<file path="config.mk">
export PLATFORM = sky130hd
export DESIGN_NAME = lstc_top
export DESIGN_NICKNAME = d
export VERILOG_FILES = /design/src/rtl/lstc_pkg.sv /design/src/rtl/lstc_top.sv /design/src/rtl/lstc_continue_cnt.sv
export SDC_FILE = /design/constraint.sdc
export NUM_CORES = 1
export LEC_CHECK = 0
export BUFFER_PORTS_ARGS = -buffer_cell sky130_fd_sc_hd__buf_2
export CAP_MARGIN = 10
export CORE_UTILIZATION = 45
export DETAILED_ROUTE_END_ITERATION = 10
export HOLD_SLACK_MARGIN = 0.08
export PLACE_DENSITY_LB_ADDON = 0.15
export SYNTH_ARGS = -nofsm -noshare
export SYNTH_HDL_FRONTEND = slang
export SYNTH_SLANG_ARGS = --single-unit
</file>
<file path="constraint.sdc">
create_clock -name ref_clk -period 3 [get_ports ref_clk]
set_clock_uncertainty 0.15 [all_clocks]
set_input_delay 0.3 -clock ref_clk [delete_from_list [all_inputs] [get_ports ref_clk]]
set_output_delay 0.3 -clock ref_clk [all_outputs]
set_load 0.05 [all_outputs]
</file>
<file path="src/rtl/lstc_pkg.sv">
// package for the loop suspend and test continue counter block
// assumes a 32-bit register port with word byte addresses
`default_nettype none

package lstc_pkg;

    // ------------------------------------------------------------
    // register offsets
    // ------------------------------------------------------------
    localparam logic [7:0] LSTC_OFF_SUSPEND = 8'h00;
    localparam logic [7:0] LSTC_OFF_CONTINUE = 8'h04;
    localparam logic [7:0] LSTC_OFF_CTRL = 8'h08;
    localparam logic [7:0] LSTC_OFF_IRQ_STATUS = 8'h0c;
    localparam logic [7:0] LSTC_OFF_IRQ_MASK = 8'h10;

    // ------------------------------------------------------------
    // field positions
    // ------------------------------------------------------------
    localparam int LSTC_SUS_EN_BIT = 31;
    localparam int LSTC_SUS_INIT_LSB = 16;
    localparam int LSTC_SUS_VAL_LSB = 0;
    localparam int LSTC_CON_INIT_LSB = 16;
    localparam int LSTC_CON_VAL_LSB = 0;
    localparam int LSTC_CTRL_ENGINE_BIT = 0;
    localparam int LSTC_CTRL_CONT_EN_BIT = 1;
    localparam int LSTC_CTRL_SELECT_BIT = 2;
    localparam int LSTC_CTRL_ALT_BIT = 3;
    localparam int LSTC_IRQ_SUSPEND_BIT = 0;
    localparam int LSTC_IRQ_RESUME_BIT = 1;
    localparam int LSTC_IRQ_PULSE_BIT = 2;
    localparam int LSTC_IRQ_W = 3;

    // ------------------------------------------------------------
    // reset values
    // ------------------------------------------------------------
    localparam logic [7:0] LSTC_SUS_RST = 8'h00;
    localparam logic [15:0] LSTC_CON_RST = 16'h0000;
    localparam logic [3:0] LSTC_CTRL_RST = 4'h0;
    localparam logic [2:0] LSTC_IRQ_RST = 3'h0;

    // ------------------------------------------------------------
    // types
    // ------------------------------------------------------------
    typedef struct packed {
        logic start_r;
        logic start_s;
        logic loop_op;
        logic loop_last;
        logic ext_continue;
    } lstc_seq_t;

    typedef struct packed {
        logic engine_enable;
        logic continue_counter_enable;
        logic suspend_resume_select;
        logic alternate_address_mode_enable;
    } lstc_ctrl_t;

endpackage

`default_nettype wire

</file>
<file path="src/rtl/lstc_top.sv">
// loop suspend counter, continue counter, registers and interrupt
// assumes one-cycle strobes from a plain register master, read data one cycle later
//
// Implementation choices: the placing of the registers and the address-and-strobe port.
`default_nettype none

// Behaviour
// - suspend register: enable, init, read-only count
// - starts or resume reload suspend count
// - enabled loop, nonzero count: decrement, branch
// - enabled loop, zero count: suspend execution
// - alternate mode: last-loop leaves counter alone
// - continue register: init high, count low
// - enabled continue counter reloads on starts
// - both enables: decrement every clock
// - zero: pulse one cycle, reload init
// - pulse resumes only when select set
// - internal pulse acts like external pin
module lstc_top (
    // clock and reset
    input wire logic ref_clk,
    input wire logic rstn,
    // register port
    input wire logic [7:0] reg_addr,
    input wire logic [31:0] reg_wdata,
    input wire logic reg_write,
    input wire logic reg_read,
    output logic [31:0] reg_rdata,
    // sequencer events
    input wire lstc_pkg::lstc_seq_t seq,
    // sequencer answers
    output logic loop_branch,
    output logic suspend_evt,
    output logic resume_evt,
    output logic continue_pulse,
    // interrupt
    output logic irq
);

    // ------------------------------------------------------------
    // registers
    // ------------------------------------------------------------
    logic sus_en_q;
    logic [7:0] sus_init_q;
    logic [7:0] sus_cnt_q;
    logic [7:0] sus_cnt_d;
    logic [15:0] con_init_q;
    lstc_pkg::lstc_ctrl_t ctrl_q;
    logic [2:0] irq_stat_q;
    logic [2:0] irq_mask_q;
    logic [31:0] rdata_q;
    logic branch_q;
    logic suspend_q;
    logic resume_q;
    logic irq_q;
    logic resume_d;

    // ------------------------------------------------------------
    // address decode
    // ------------------------------------------------------------
    wire sel_sus = (reg_addr == lstc_pkg::LSTC_OFF_SUSPEND);
    wire sel_con = (reg_addr == lstc_pkg::LSTC_OFF_CONTINUE);
    wire sel_ctrl = (reg_addr == lstc_pkg::LSTC_OFF_CTRL);
    wire sel_stat = (reg_addr == lstc_pkg::LSTC_OFF_IRQ_STATUS);
    wire sel_mask = (reg_addr == lstc_pkg::LSTC_OFF_IRQ_MASK);
    wire wr_sus = reg_write & sel_sus;
    wire wr_con = reg_write & sel_con;
    wire wr_ctrl = reg_write & sel_ctrl;
    wire wr_stat = reg_write & sel_stat;
    wire wr_mask = reg_write & sel_mask;

    // ------------------------------------------------------------
    // continue counter
    // ------------------------------------------------------------
    wire start_evt = seq.start_r | seq.start_s;
    wire [15:0] con_cnt;
    wire int_pulse;

    lstc_continue_cnt u_cont (
        .ref_clk(ref_clk),
        .rstn(rstn),
        .start_evt(start_evt),
        .counter_enable(ctrl_q.continue_counter_enable),
        .engine_enable(ctrl_q.engine_enable),
        .count_init(con_init_q),
        .count_value(con_cnt),
        .pulse(int_pulse)
    );

    // ------------------------------------------------------------
    // resume and loop decisions
    // ------------------------------------------------------------
    // internal pulse is ored with the pin, so both resume the same way
    wire cont_any = seq.ext_continue | int_pulse;
    assign resume_d = cont_any & ctrl_q.suspend_resume_select;
    // last-loop in alternate mode bypasses the suspend counter
    wire alt_skip = seq.loop_last & ctrl_q.alternate_address_mode_enable;
    wire loop_counted = seq.loop_op & sus_en_q & ~alt_skip;
    wire sus_zero = (sus_cnt_q == 8'h00);
    wire do_branch = loop_counted & ~sus_zero;
    wire do_suspend = loop_counted & sus_zero;
    wire [7:0] sus_dec = sus_cnt_q - 8'h01;

    always_comb begin
        sus_cnt_d = sus_cnt_q;
        if (start_evt || resume_d) begin
            sus_cnt_d = sus_init_q;
        end else if (do_branch) begin
            sus_cnt_d = sus_dec;
        end
    end

    // ------------------------------------------------------------
    // read mux
    // ------------------------------------------------------------
    wire [31:0] rd_sus = {sus_en_q, 7'h00, sus_init_q, 8'h00, sus_cnt_q};
    wire [31:0] rd_con = {con_init_q, con_cnt};
    wire [31:0] rd_ctrl = {28'h0000000, ctrl_q.alternate_address_mode_enable,
        ctrl_q.suspend_resume_select, ctrl_q.continue_counter_enable, ctrl_q.engine_enable};
    wire [31:0] rd_stat = {29'h0, irq_stat_q};
    wire [31:0] rd_mask = {29'h0, irq_mask_q};
    wire [31:0] rd_mux = sel_sus ? rd_sus :
                         sel_con ? rd_con :
                         sel_ctrl ? rd_ctrl :
                         sel_stat ? rd_stat :
                         sel_mask ? rd_mask : 32'h00000000;

    // ------------------------------------------------------------
    // interrupt status
    // ------------------------------------------------------------
    wire [2:0] irq_set = {int_pulse, resume_d, do_suspend};
    wire [2:0] irq_clr = wr_stat ? reg_wdata[2:0] : 3'h0;
    // set wins over a clear in the same cycle
    wire [2:0] irq_stat_d = irq_set | (irq_stat_q & ~irq_clr);
    wire irq_d = |(irq_stat_d & irq_mask_q);

    // ------------------------------------------------------------
    // storage
    // ------------------------------------------------------------
    always_ff @(posedge ref_clk or negedge rstn) begin
        if (!rstn) begin
            sus_en_q <= 1'b0;
            sus_init_q <= lstc_pkg::LSTC_SUS_RST;
            sus_cnt_q <= lstc_pkg::LSTC_SUS_RST;
            con_init_q <= lstc_pkg::LSTC_CON_RST;
            ctrl_q <= lstc_pkg::LSTC_CTRL_RST;
            irq_mask_q <= lstc_pkg::LSTC_IRQ_RST;
        end else begin
            sus_cnt_q <= sus_cnt_d;
            if (wr_sus) begin
                sus_en_q <= reg_wdata[lstc_pkg::LSTC_SUS_EN_BIT];
                sus_init_q <= reg_wdata[lstc_pkg::LSTC_SUS_INIT_LSB +: 8];
            end
            if (wr_con) begin
                con_init_q <= reg_wdata[lstc_pkg::LSTC_CON_INIT_LSB +: 16];
            end
            if (wr_ctrl) begin
                ctrl_q.engine_enable <= reg_wdata[lstc_pkg::LSTC_CTRL_ENGINE_BIT];
                ctrl_q.continue_counter_enable <= reg_wdata[lstc_pkg::LSTC_CTRL_CONT_EN_BIT];
                ctrl_q.suspend_resume_select <= reg_wdata[lstc_pkg::LSTC_CTRL_SELECT_BIT];
                ctrl_q.alternate_address_mode_enable <= reg_wdata[lstc_pkg::LSTC_CTRL_ALT_BIT];
            end
            if (wr_mask) begin
                irq_mask_q <= reg_wdata[2:0];
            end
        end
    end

    always_ff @(posedge ref_clk or negedge rstn) begin
        if (!rstn) begin
            irq_stat_q <= lstc_pkg::LSTC_IRQ_RST;
            irq_q <= 1'b0;
            rdata_q <= 32'h00000000;
            branch_q <= 1'b0;
            suspend_q <= 1'b0;
            resume_q <= 1'b0;
        end else begin
            irq_stat_q <= irq_stat_d;
            irq_q <= irq_d;
            rdata_q <= reg_read ? rd_mux : 32'h00000000;
            branch_q <= do_branch;
            suspend_q <= do_suspend;
            resume_q <= resume_d;
        end
    end

    // ------------------------------------------------------------
    // outputs
    // ------------------------------------------------------------
    assign reg_rdata = rdata_q;
    assign loop_branch = branch_q;
    assign suspend_evt = suspend_q;
    assign resume_evt = resume_q;
    assign continue_pulse = int_pulse;
    assign irq = irq_q;

endmodule

`default_nettype wire

</file>
<file path="src/rtl/lstc_continue_cnt.sv">
// free running continue down counter with internal pulse
// assumes start events are one-cycle pulses on ref_clk
`default_nettype none

module lstc_continue_cnt (
    // clock and reset
    input wire logic ref_clk,
    input wire logic rstn,
    // control
    input wire logic start_evt,
    input wire logic counter_enable,
    input wire logic engine_enable,
    input wire logic [15:0] count_init,
    // state
    output logic [15:0] count_value,
    output logic pulse
);

    logic [15:0] cnt_q;
    logic [15:0] cnt_d;
    logic pulse_q;
    logic pulse_d;
    wire run = counter_enable & engine_enable;
    wire at_zero = (cnt_q == 16'h0000);
    wire [15:0] dec = cnt_q - 16'h0001;

    // ------------------------------------------------------------
    // next state
    // ------------------------------------------------------------
    always_comb begin
        cnt_d = cnt_q;
        pulse_d = 1'b0;
        // a zero init re-arms only once the pulse has dropped, so the pulse stays one cycle
        if (start_evt && counter_enable) begin
            cnt_d = count_init;
        end else if (run && at_zero && !pulse_q) begin
            cnt_d = count_init;
            pulse_d = 1'b1;
        end else if (run && !at_zero) begin
            cnt_d = dec;
        end
    end

    always_ff @(posedge ref_clk or negedge rstn) begin
        if (!rstn) begin
            cnt_q <= lstc_pkg::LSTC_CON_RST;
            pulse_q <= 1'b0;
        end else begin
            cnt_q <= cnt_d;
            pulse_q <= pulse_d;
        end
    end

    assign count_value = cnt_q;
    assign pulse = pulse_q;

endmodule

`default_nettype wire

</file>
==> results of run 1 <==
layout make-up:
class	count	area, sq um	area share (%)
well taps	111	138.9	2.692
inverters	10	37.54	0.7274
multi-input cells	247	1762	34.14
repair buffers	99	625.6	12.12
flip-flops and latches	96	2402	46.56
clock buffers	10	127.6	2.473
clock inverters	6	66.31	1.285
cell usage in the layout (no fill, tap or decap), types with 3 or more instances in the layout:
| cell | instances |
|---|---|
| o22ai_1 | 3 |
| nor4_1 | 5 |
| a22o_1 | 13 |
| nor3_1 | 11 |
| a22oi_1 | 3 |
| o21ai_0 | 17 |
| a31oi_1 | 5 |
| clkbuf_8 | 9 |
| a21o_1 | 3 |
| and2_1 | 3 |
| nand2_1 | 27 |
| nor2b_1 | 4 |
| mux2_2 | 32 |
| a21oi_1 | 16 |
| mux2i_1 | 4 |
| nand3_1 | 6 |
| inv_1 | 10 |
| xnor2_1 | 7 |
| and3_1 | 18 |
| dfrtp_1 | 96 |
| xor2_1 | 7 |
| nor2_1 | 21 |
| dlygate4sd3_1 | 20 |
| nor4b_1 | 3 |
| buf_2 | 72 |
| buf_4 | 6 |
| ha_1 | 3 |
sequential cells by signal, indices dropped and copies added, names as in the netlist, 3 cells and up:
name                flops
reg_rdata              32
ctrl_q                  4
irq_mask_q              3
sus_cnt_q               8
con_init_q             16
irq_stat_q              3
sus_init_q              8
u_cont.count_value     16
routing by layer:
layer / wire (um) / track usage [%]
met1: 4442 / 26.82
met2: 4467 / 32.80
met3: 308 / 3.865
met4: 102 / 5.317
met5: 0 / 0
power by group through the flow:
stage	Sequential, mW	Clock, mW	Combinational, mW
global route	1.45	0.923	0.449
global placement	1.47	0	0.373
finish	1.44	0.839	0.398
CTS	1.44	0.864	0.402
detailed placement	1.47	0	0.381
floorplan	1.45	0	0.258
cell families (layout without fill, tap and decap cells):
kind of cell	after synthesis	in the layout	synth area share, %
and+or+nand+nor	118	118	15.49
xor gates and xnor gates	14	14	2.881
adders and majority gates	3	3	0.8819
buffers and inverters	22	125	2.175
DFF	96	96	56.44
AOI/OAI and AO/OA	75	75	12.37
muxes	37	37	9.759
worst paths after layout:
check	from	to	cells past startpoint
setup / recovery	u_cont.count_value[0]	u_cont.count_value[14]	6
hold / removal	reg_wdata[0]	irq_mask_q[0]	2
setup reg to reg	u_cont.count_value[0]	u_cont.count_value[14]	6
hold reg to reg	con_init_q[8]	u_cont.count_value[8]	2
max in group asynchronous	rstn	sus_cnt_q[7]	3
min in group asynchronous	rstn	reg_rdata[27]	2
stage by stage:
step                area (sq um)  setup WS [ns]  instances
floorplan                   4257         0.7522        365
global placement            4766         0.6821        543
detailed placement          4766         0.5953        543
CTS                         5160         0.5773        579
global route                5160         0.4655        579
finish                      5160         0.5907        579
critical path: stages (launching register included):
cell and delay [ns]:
dfrtp_1 0.43, inv_1 0.10, ha_1 0.22, and4b_1 0.31
nand3_1 0.32, or4_2 0.64, a31oi_1 0.17
repair_timing:
action	4_1_cts	5_1_grt
hold endpoints to repair	74	0
hold buffers	20	0
endpoints found under the setup margin	0	0
resized for setup	0	0
==> run metrics, run 1 <==
post-layout util=a little under three fifths; post-synthesis net count=417; min Tclk post-route=~2.4 ns; LEAKAGE=approximately 2.6 nW; worst hold slack=slightly below 0.09 ns; GPL Wtd Cong=between 0.8 and 0.9; switching share of power=between 20 and 30%; synthesized cell area=roughly 4300 sq um; H-tree levels=3; Remaining DRCs=0; Int Power=just under 2 mW; Post-CTS Setup Bufs=0; Clock Root Buffer=clkbuf_8; first-pass GRT wire length=14.97 mm; count leader, synth=dfrtp_1; Psw=0.7458 mW; Max Root-Sink Buffers=2; Synth top area share=about 56%; number of fill cells in the layout=around 820; layout cells sized above 1=around 30%; total track usage=approximately a fifth; CP required=roughly 3.1 ns; WP data arrival=2.54 ns; EDFF count, synth=0; final-stage net count=a little over 500; number of global-route vias before repair=3011; TritonCTS Buffers=9; accumulated negative setup slack=0 ns; detailed-route vias per instance=5.459; final setup violation count=0; Avg WL per Cell=16.10 um; Core Area=9196 sq um; io pins=86; antenna viol nets, final=0; crit end category=flop; Synth area leader=dfrtp_1; R2R Setup Slk=between 0.5 and 0.6 ns; first-pass iteration count of the detailed router=4; via count=about 3200; die area=roughly 10000 sq um; top cells by area, synth=dfrtp_1 56%, mux2_2 8.5%, a22o_1 2.7%, and3_1 2.6%, nand2_1 2.4%; area delta synth->final=21.22%; final hold violations=0; Mapped Cells=roughly 370; status=completed; Cell variety after synth=between 50 and 60; Die Span Y=between 90 and 100 um; # rows=35; CTS clk-pin slew, worst paths=roughly 0.090 ns; initial antenna violation count=0; Antenna Cells=0; register area share after synthesis=~56%; Port-buffer cells=73; crit-path max FO=8; Worst-Skew Late Latency=0.36 ns; grt ovf=0; clock network power share=between 30% and 40%; type of the worst min-delay path=primary input to flop; Startpoint Class=flop; most frequent cells after synthesis=96 x dfrtp_1, 32 x mux2_2, 27 x nand2_1, 21 x nor2_1, 18 x and3_1; max-slew violations=0; DP Wirelength=6.446 mm; Tcrit/Tclk final=approximately 80%; total power=approximately 2.7 mW; WS Path Type=flop to flop; CTS tree=done; Post-synth ARST share=between 90% and 100%; slew margin rel.=56.84%; Sink Count=96; number of max-cap violations=0; Peak VDD IR=299.0 uV; syn avg cell area=11.66 sq um; P per Cell Area=a little over 500 nW/um^2; largest net degree at the start of global routing=around 50; Comb pwr share=14.9%; total routed wirelength=9.320 mm; yosys warns=0; Synth Flop Type=dfrtp_1; worst slew pin tran=approximately 0.64 ns; RSZ-0062 raised after global routing=false; Peak Freq=between 400 and 500 MHz; Die W=between 90 and 100 um; Starting Density=a little under half; flops & latches, synth=96; part of the power in registers=around 54%; Starting DRT DRC Count=94
No activity file was read; power rests on OpenSTA's default activity.
==> run 2: changes to the inputs <==
Clock period 3 ns to 2.4 ns, I/O delays scaled along.
==> run metrics, run 2 (synthesis gave the netlist of run 1 again) <==
status=completed; GPL Wtd Cong=0.8584 (-1.8%); Worst path top cell family by delay=simple AND/OR/NAND/NOR gates; Final Cell Area=5310 sq um (+2.9%); initial antenna violation count=0 (unchanged); LEAKAGE=2.688 nW (+3.0%); largest net degree at the start of global routing=51 (unchanged); register area=2402 sq um (unchanged); final-stage net count=531 (+3.1%); Avg WL per Cell=15.47 um (-3.9%); area delta synth->final=24.75%; TritonCTS Buffers=9 (unchanged); total track usage=20.06% (+0.25 points); reg2reg start=u_cont.count_value[12]; crit-path max FO=7 (-1); CP max-delay cell=or4_4; max-slew violations=0 (unchanged); accumulated negative setup slack=0 ns (unchanged); Worst-Skew Late Latency=0.35 ns (about the same); crit path cell chain=or4_4, or3_4, o31a_4, mux2_4; WP data arrival=2.38 ns (-0.16 ns); antenna viol nets, final=0 (unchanged); Peak VDD IR=358.5 uV (+20%); Startpoint Class=flop; final hold violations=0 (unchanged); switching share of power=26.90% (-0.92 points); CP startpoint=u_cont.count_value[12]; Clock Root Buffer=clkbuf_8; slew margin rel.=58.22% (+1.4 points); type of the worst min-delay path=primary input to flop; via count=3172 (+0.35%); most frequent cells in the layout=96 x dfrtp_1, 72 x buf_2, 32 x mux2_2; detailed-route vias per instance=5.331 (-2.4%); Psw=0.9229 mW (+24%); Int Power=2.507 mW (+30%); Core Area=9196 sq um (unchanged); Remaining DRCs=0 (unchanged); area of the multi-input gates=1768 sq um (+0.36%); final setup violation count=0 (unchanged); Port-buffer cells=73 (unchanged); die area=9852 sq um (unchanged); Comb pwr share=16.1% (+1.2 points); number of max-cap violations=0 (unchanged); Largest register FFs=32 (unchanged); DP Wirelength=6.524 mm (+1.2%); CTS clk-pin slew, worst paths=0.09 ns (about the same); Crit path largest cell delay=0.58 ns (-0.06 ns); Sink Count=96 (unchanged); total routed wirelength=9.207 mm (-1.2%); CP required=2.48 ns (-0.65 ns); Starting Density=46.29% (unchanged); Antenna Cells=0 (unchanged); most common cell after layout, fill and taps aside=dfrtp_1; Starting DRT DRC Count=132 (+40%); clock network power share=31.5% (+0.2 points); Max Root-Sink Buffers=2 (unchanged); first-pass GRT wire length=15.19 mm (+1.4%); CP bufs+invs=0 (-1); crit end category=flop; io pins=86 (unchanged); Die W=99.26 um (unchanged); H-tree levels=3 (unchanged); # rows=35 (unchanged); worst slew pin tran=0.6210 ns (-0.02050 ns); Post-CTS Setup Bufs=0 (unchanged); RSZ-0062 raised after global routing=false; number of global-route vias before repair=3063 (+1.7%); Die Span Y=99.26 um (unchanged); min Tclk post-route=2.299 ns (-0.1108 ns); Area after DPL=4856 sq um (+1.9%); CTS tree=done; P per Cell Area=646.0 nW/um^2 (+24%); number of fill cells in the layout=822 (+0.61%); Tcrit/Tclk final=95.77% (+15 points); grt ovf=0 (unchanged); Hold Path Origin=reg_read; WS Path Type=flop to flop; part of the power in registers=52.4% (-1.4 points); first-pass iteration count of the detailed router=4 (unchanged); Peak Freq=435.1 MHz (+4.8%); layout cells sized above 1=31.40% (+1.7 points); R2R Setup Slk=0.10 ns (-0.49 ns)
[run 2: cell types whose count changed in the layout (fill, tap and decap cells not counted), sizes merged]
cell         before  now
buf              79   91
clkbuf           10   12
clkinv            3    0
clkinvlp          0    3
dlygate4sd3      20   24
inv              12   10
[run 2: final timing paths]
| kind | endpoint | cells after the start |
|---|---|---|
| max reg2reg | u_cont.count_value[1] | 4 |
| min in group asynchronous | u_cont.count_value[14] | 2 |
| max in group asynchronous | u_cont.count_value[2] | 3 |
| min | reg_rdata[2] | 3 |
| max | u_cont.count_value[1] | 4 |
| min reg2reg | u_cont.count_value[8] | 2 |
[run 2: final cells by class]
type | instances | share of cell area [%]
sequential | 96 | 45.24
tap | 111 | 2.615
clock buffer | 12 | 2.922
clock inverter | 4 | 0.9896
timing repair buffer | 115 | 14.23
inverter | 10 | 0.7069
multi-input combinational | 247 | 33.29
[run 2: layer usage]
| metal | wire length, um | vias up | track usage (%) |
|---|---|---|---|
| li1 | - | 1553 | - |
| met4 | 63 | 0 | 4.638 |
| met5 | 0 | - | 0 |
| met3 | 308 | 5 | 3.654 |
| met1 | 4402 | 1551 | 27.47 |
| met2 | 4433 | 63 | 33.39 |
[run 2: timing repair]
| item | in CTS | in global routing |
|---|---|---|
| setup endpoints to repair | 0 | 14 |
| resized for setup | 0 | 2 |
| endpoints found under the hold margin | 83 | 0 |
| hold buffers | 24 | 0 |
[run 2: metrics by stage]
step	cells	power, mW	utilization (%)	worst slack, ns	hold WS [ns]
floorplan	365	2.137	-	0.1522	-0.2056
global placement	555	2.342	52.80	0.1258	0.1467
detailed placement	555	2.355	52.80	0.1209	0.1527
CTS	595	3.465	57.67	0.09906	0.1570
global route	595	3.610	57.74	0.04117	0.1619
finish	595	3.430	57.74	0.1015	0.1649
[run 2: power by group through the flow]
stage | Clock (mW) | Sequential [mW] | Combinational, mW
6_report | 1.08 | 1.80 | 0.551
5_1_grt | 1.18 | 1.81 | 0.614
4_1_cts | 1.11 | 1.80 | 0.556
3_5_place_dp | 0 | 1.83 | 0.523
3_3_place_gp | 0 | 1.83 | 0.513
2_1_floorplan | 0 | 1.81 | 0.323
[run 2: worst min-delay path, cell delays in order]
cell,delay [ns]
buf_2,0.22
nand3_1,0.11
nor3_1,0.05
==> run 3: changes to the inputs <==
Settings changed: CORE_MARGIN set to 4.
Clock period 2.4 ns to 2.6 ns, I/O delays scaled along.
==> run metrics, run 3 (synthesis gave the netlist of run 1 again) <==
accumulated negative setup slack=0 ns (unchanged); type of the worst min-delay path=primary input to flop; total track usage=18.46% (-1.6 points); crit path cell chain=or4_4, or3_4, o31a_4, mux2_4; # rows=35 (unchanged); TritonCTS Buffers=9 (unchanged); LEAKAGE=2.635 nW (-2.0%); detailed-route vias per instance=5.223 (-2.0%); crit-path max FO=7 (unchanged); largest net degree at the start of global routing=51 (unchanged); most frequent cells in the layout=96 x dfrtp_1, 72 x buf_2, 32 x mux2_2; status=completed; Port-buffer cells=73 (unchanged); DP Wirelength=6.679 mm (+2.4%); Max Root-Sink Buffers=2 (unchanged); WS Path Type=flop to flop; DP Cell Count=567 (+2.2%); H-tree levels=3 (unchanged); fin worst setup slack=0.2239 ns (+0.1224 ns); post-layout util=56.90% (-0.84 points); area delta synth->final=23.52%; Final Cell Area=5258 sq um (-0.99%); min Tclk post-route=2.376 ns (+0.07759 ns); Clock Root Buffer=clkbuf_8; R2R Setup Slk=0.22 ns (+0.12 ns); first-pass GRT wire length=16.28 mm (+7.2%); total routed wirelength=9.585 mm (+4.1%); GPL Wtd Cong=0.8137 (-5.2%); worst slew pin tran=0.6182 ns (-0.002789 ns); hold buffer count at cts=24 (unchanged); RSZ-0062 raised after global routing=false; number of max-cap violations=0 (unchanged); Peak VDD IR=299.1 uV (-17%); Crit path largest cell delay=0.60 ns (+0.02 ns); die area=11080 sq um (+12%); Core Area=9240 sq um (+0.48%); Antenna Cells=0 (unchanged); grt ovf=0 (unchanged); Starting Density=46.07% (-0.22 points); most common cell after layout, fill and taps aside=dfrtp_1; Tcrit/Tclk final=91.39% (-4.4 points); number of global-route vias before repair=3234 (+5.6%); antenna viol nets, final=0 (unchanged); Peak Freq=420.9 MHz (-3.3%); initial antenna violation count=0 (unchanged); final-stage net count=525 (-1.1%); Remaining DRCs=0 (unchanged); layout cells sized above 1=30.25% (-1.2 points); Post-CTS Setup Bufs=0 (unchanged); CP startpoint=u_cont.count_value[12]; via count=3160 (-0.38%); Worst-Skew Late Latency=0.36 ns (about the same); worst hold slack=0.1431 ns (-0.02184 ns); dpl ws=0.2462 ns (+0.1253 ns); CTS tree=done; Die W=105.3 um (+6.0%); Worst Reg-to-Reg Cells=4 (unchanged); Area after DPL=4833 sq um (-0.46%); final hold violations=0 (unchanged); Finished Layout Cells=605 (+1.7%); P per Cell Area=587.5 nW/um^2 (-9.0%); final setup violation count=0 (unchanged); total power=3.089 mW (-9.9%); CTS clk-pin slew, worst paths=0.09 ns (about the same); first-pass iteration count of the detailed router=4 (unchanged); max-slew violations=0 (unchanged); io pins=86 (unchanged); Sink Count=96 (unchanged); Starting DRT DRC Count=132 (unchanged); CP required=2.69 ns (+0.21 ns); Die Span Y=105.3 um (+6.0%); worst setup path end=u_cont.count_value[1]; Startpoint Class=flop; slew margin rel.=58.78% (+0.57 points); Largest register FFs=32 (unchanged); reg2reg start=u_cont.count_value[12]; CP max-delay cell=or4_4; WP data arrival=2.47 ns (+0.09 ns); post-CTS resize count=0 (unchanged); RR Endpoint=u_cont.count_value[1]; Avg WL per Cell=15.84 um (+2.4%); crit end category=flop
run 3: cell count changes in the layout (fill, tap and decap cells not counted):
| cell | change |
|---|---|
| nand2_4 | -1 |
| nand2_2 | +1 |
| clkbuf_1 | -1 |
| and2_1 | +1 |
| clkbuf_8 | -2 |
| clkinvlp_4 | +1 |
| and2_2 | -1 |
| buf_4 | -6 |
run 3: how the worst min path moves through the flow:
stage / start / to / slack (ns) / cells past startpoint
final: seq[2] / suspend_evt / 0.14 / 3
after detailed placement: rstn / reg_rdata[28] / 0.17 / 1
after CTS: seq[2] / suspend_evt / 0.13 / 3
after global placement: rstn / reg_rdata[27] / 0.17 / 1
after floorplan: rstn / con_init_q[0] / -0.19 / 0
after global routing: seq[2] / suspend_evt / 0.14 / 3
run 3: area by class of cell:
cell class	instances	area (sq um)
Inverter	10	37.54
Tap cell	129	161.4
Clock buffer	9	123.9
Multi-Input combinational cell	247	1762
Timing Repair Buffer	109	710.7
Fill cell	800	3983
Clock inverter	5	60.06
Sequential cell	96	2402
run 3: metal layers:
metal  share of wire, %  track usage (%)
met2                 47            28.32
met5                  0                0
met3                4.2            3.980
met4                1.5            5.436
met1                 47            26.39
run 3: critical path, delay by kind of cell, from the launching register on:
kind / cells / cell delay, ns
compound gates: 1 / 0.39
mux: 1 / 0.30
simple gates: 2 / 0.98
flops: 1 / 0.43
run 3: where the power goes:
part	switching [mW]	internal (mW)	leakage, nW
Sequential	0.0891	1.57	1.31
Combinational	0.259	0.229	1.24
Clock	0.504	0.434	0.0794
Total	0.852	2.24	2.63
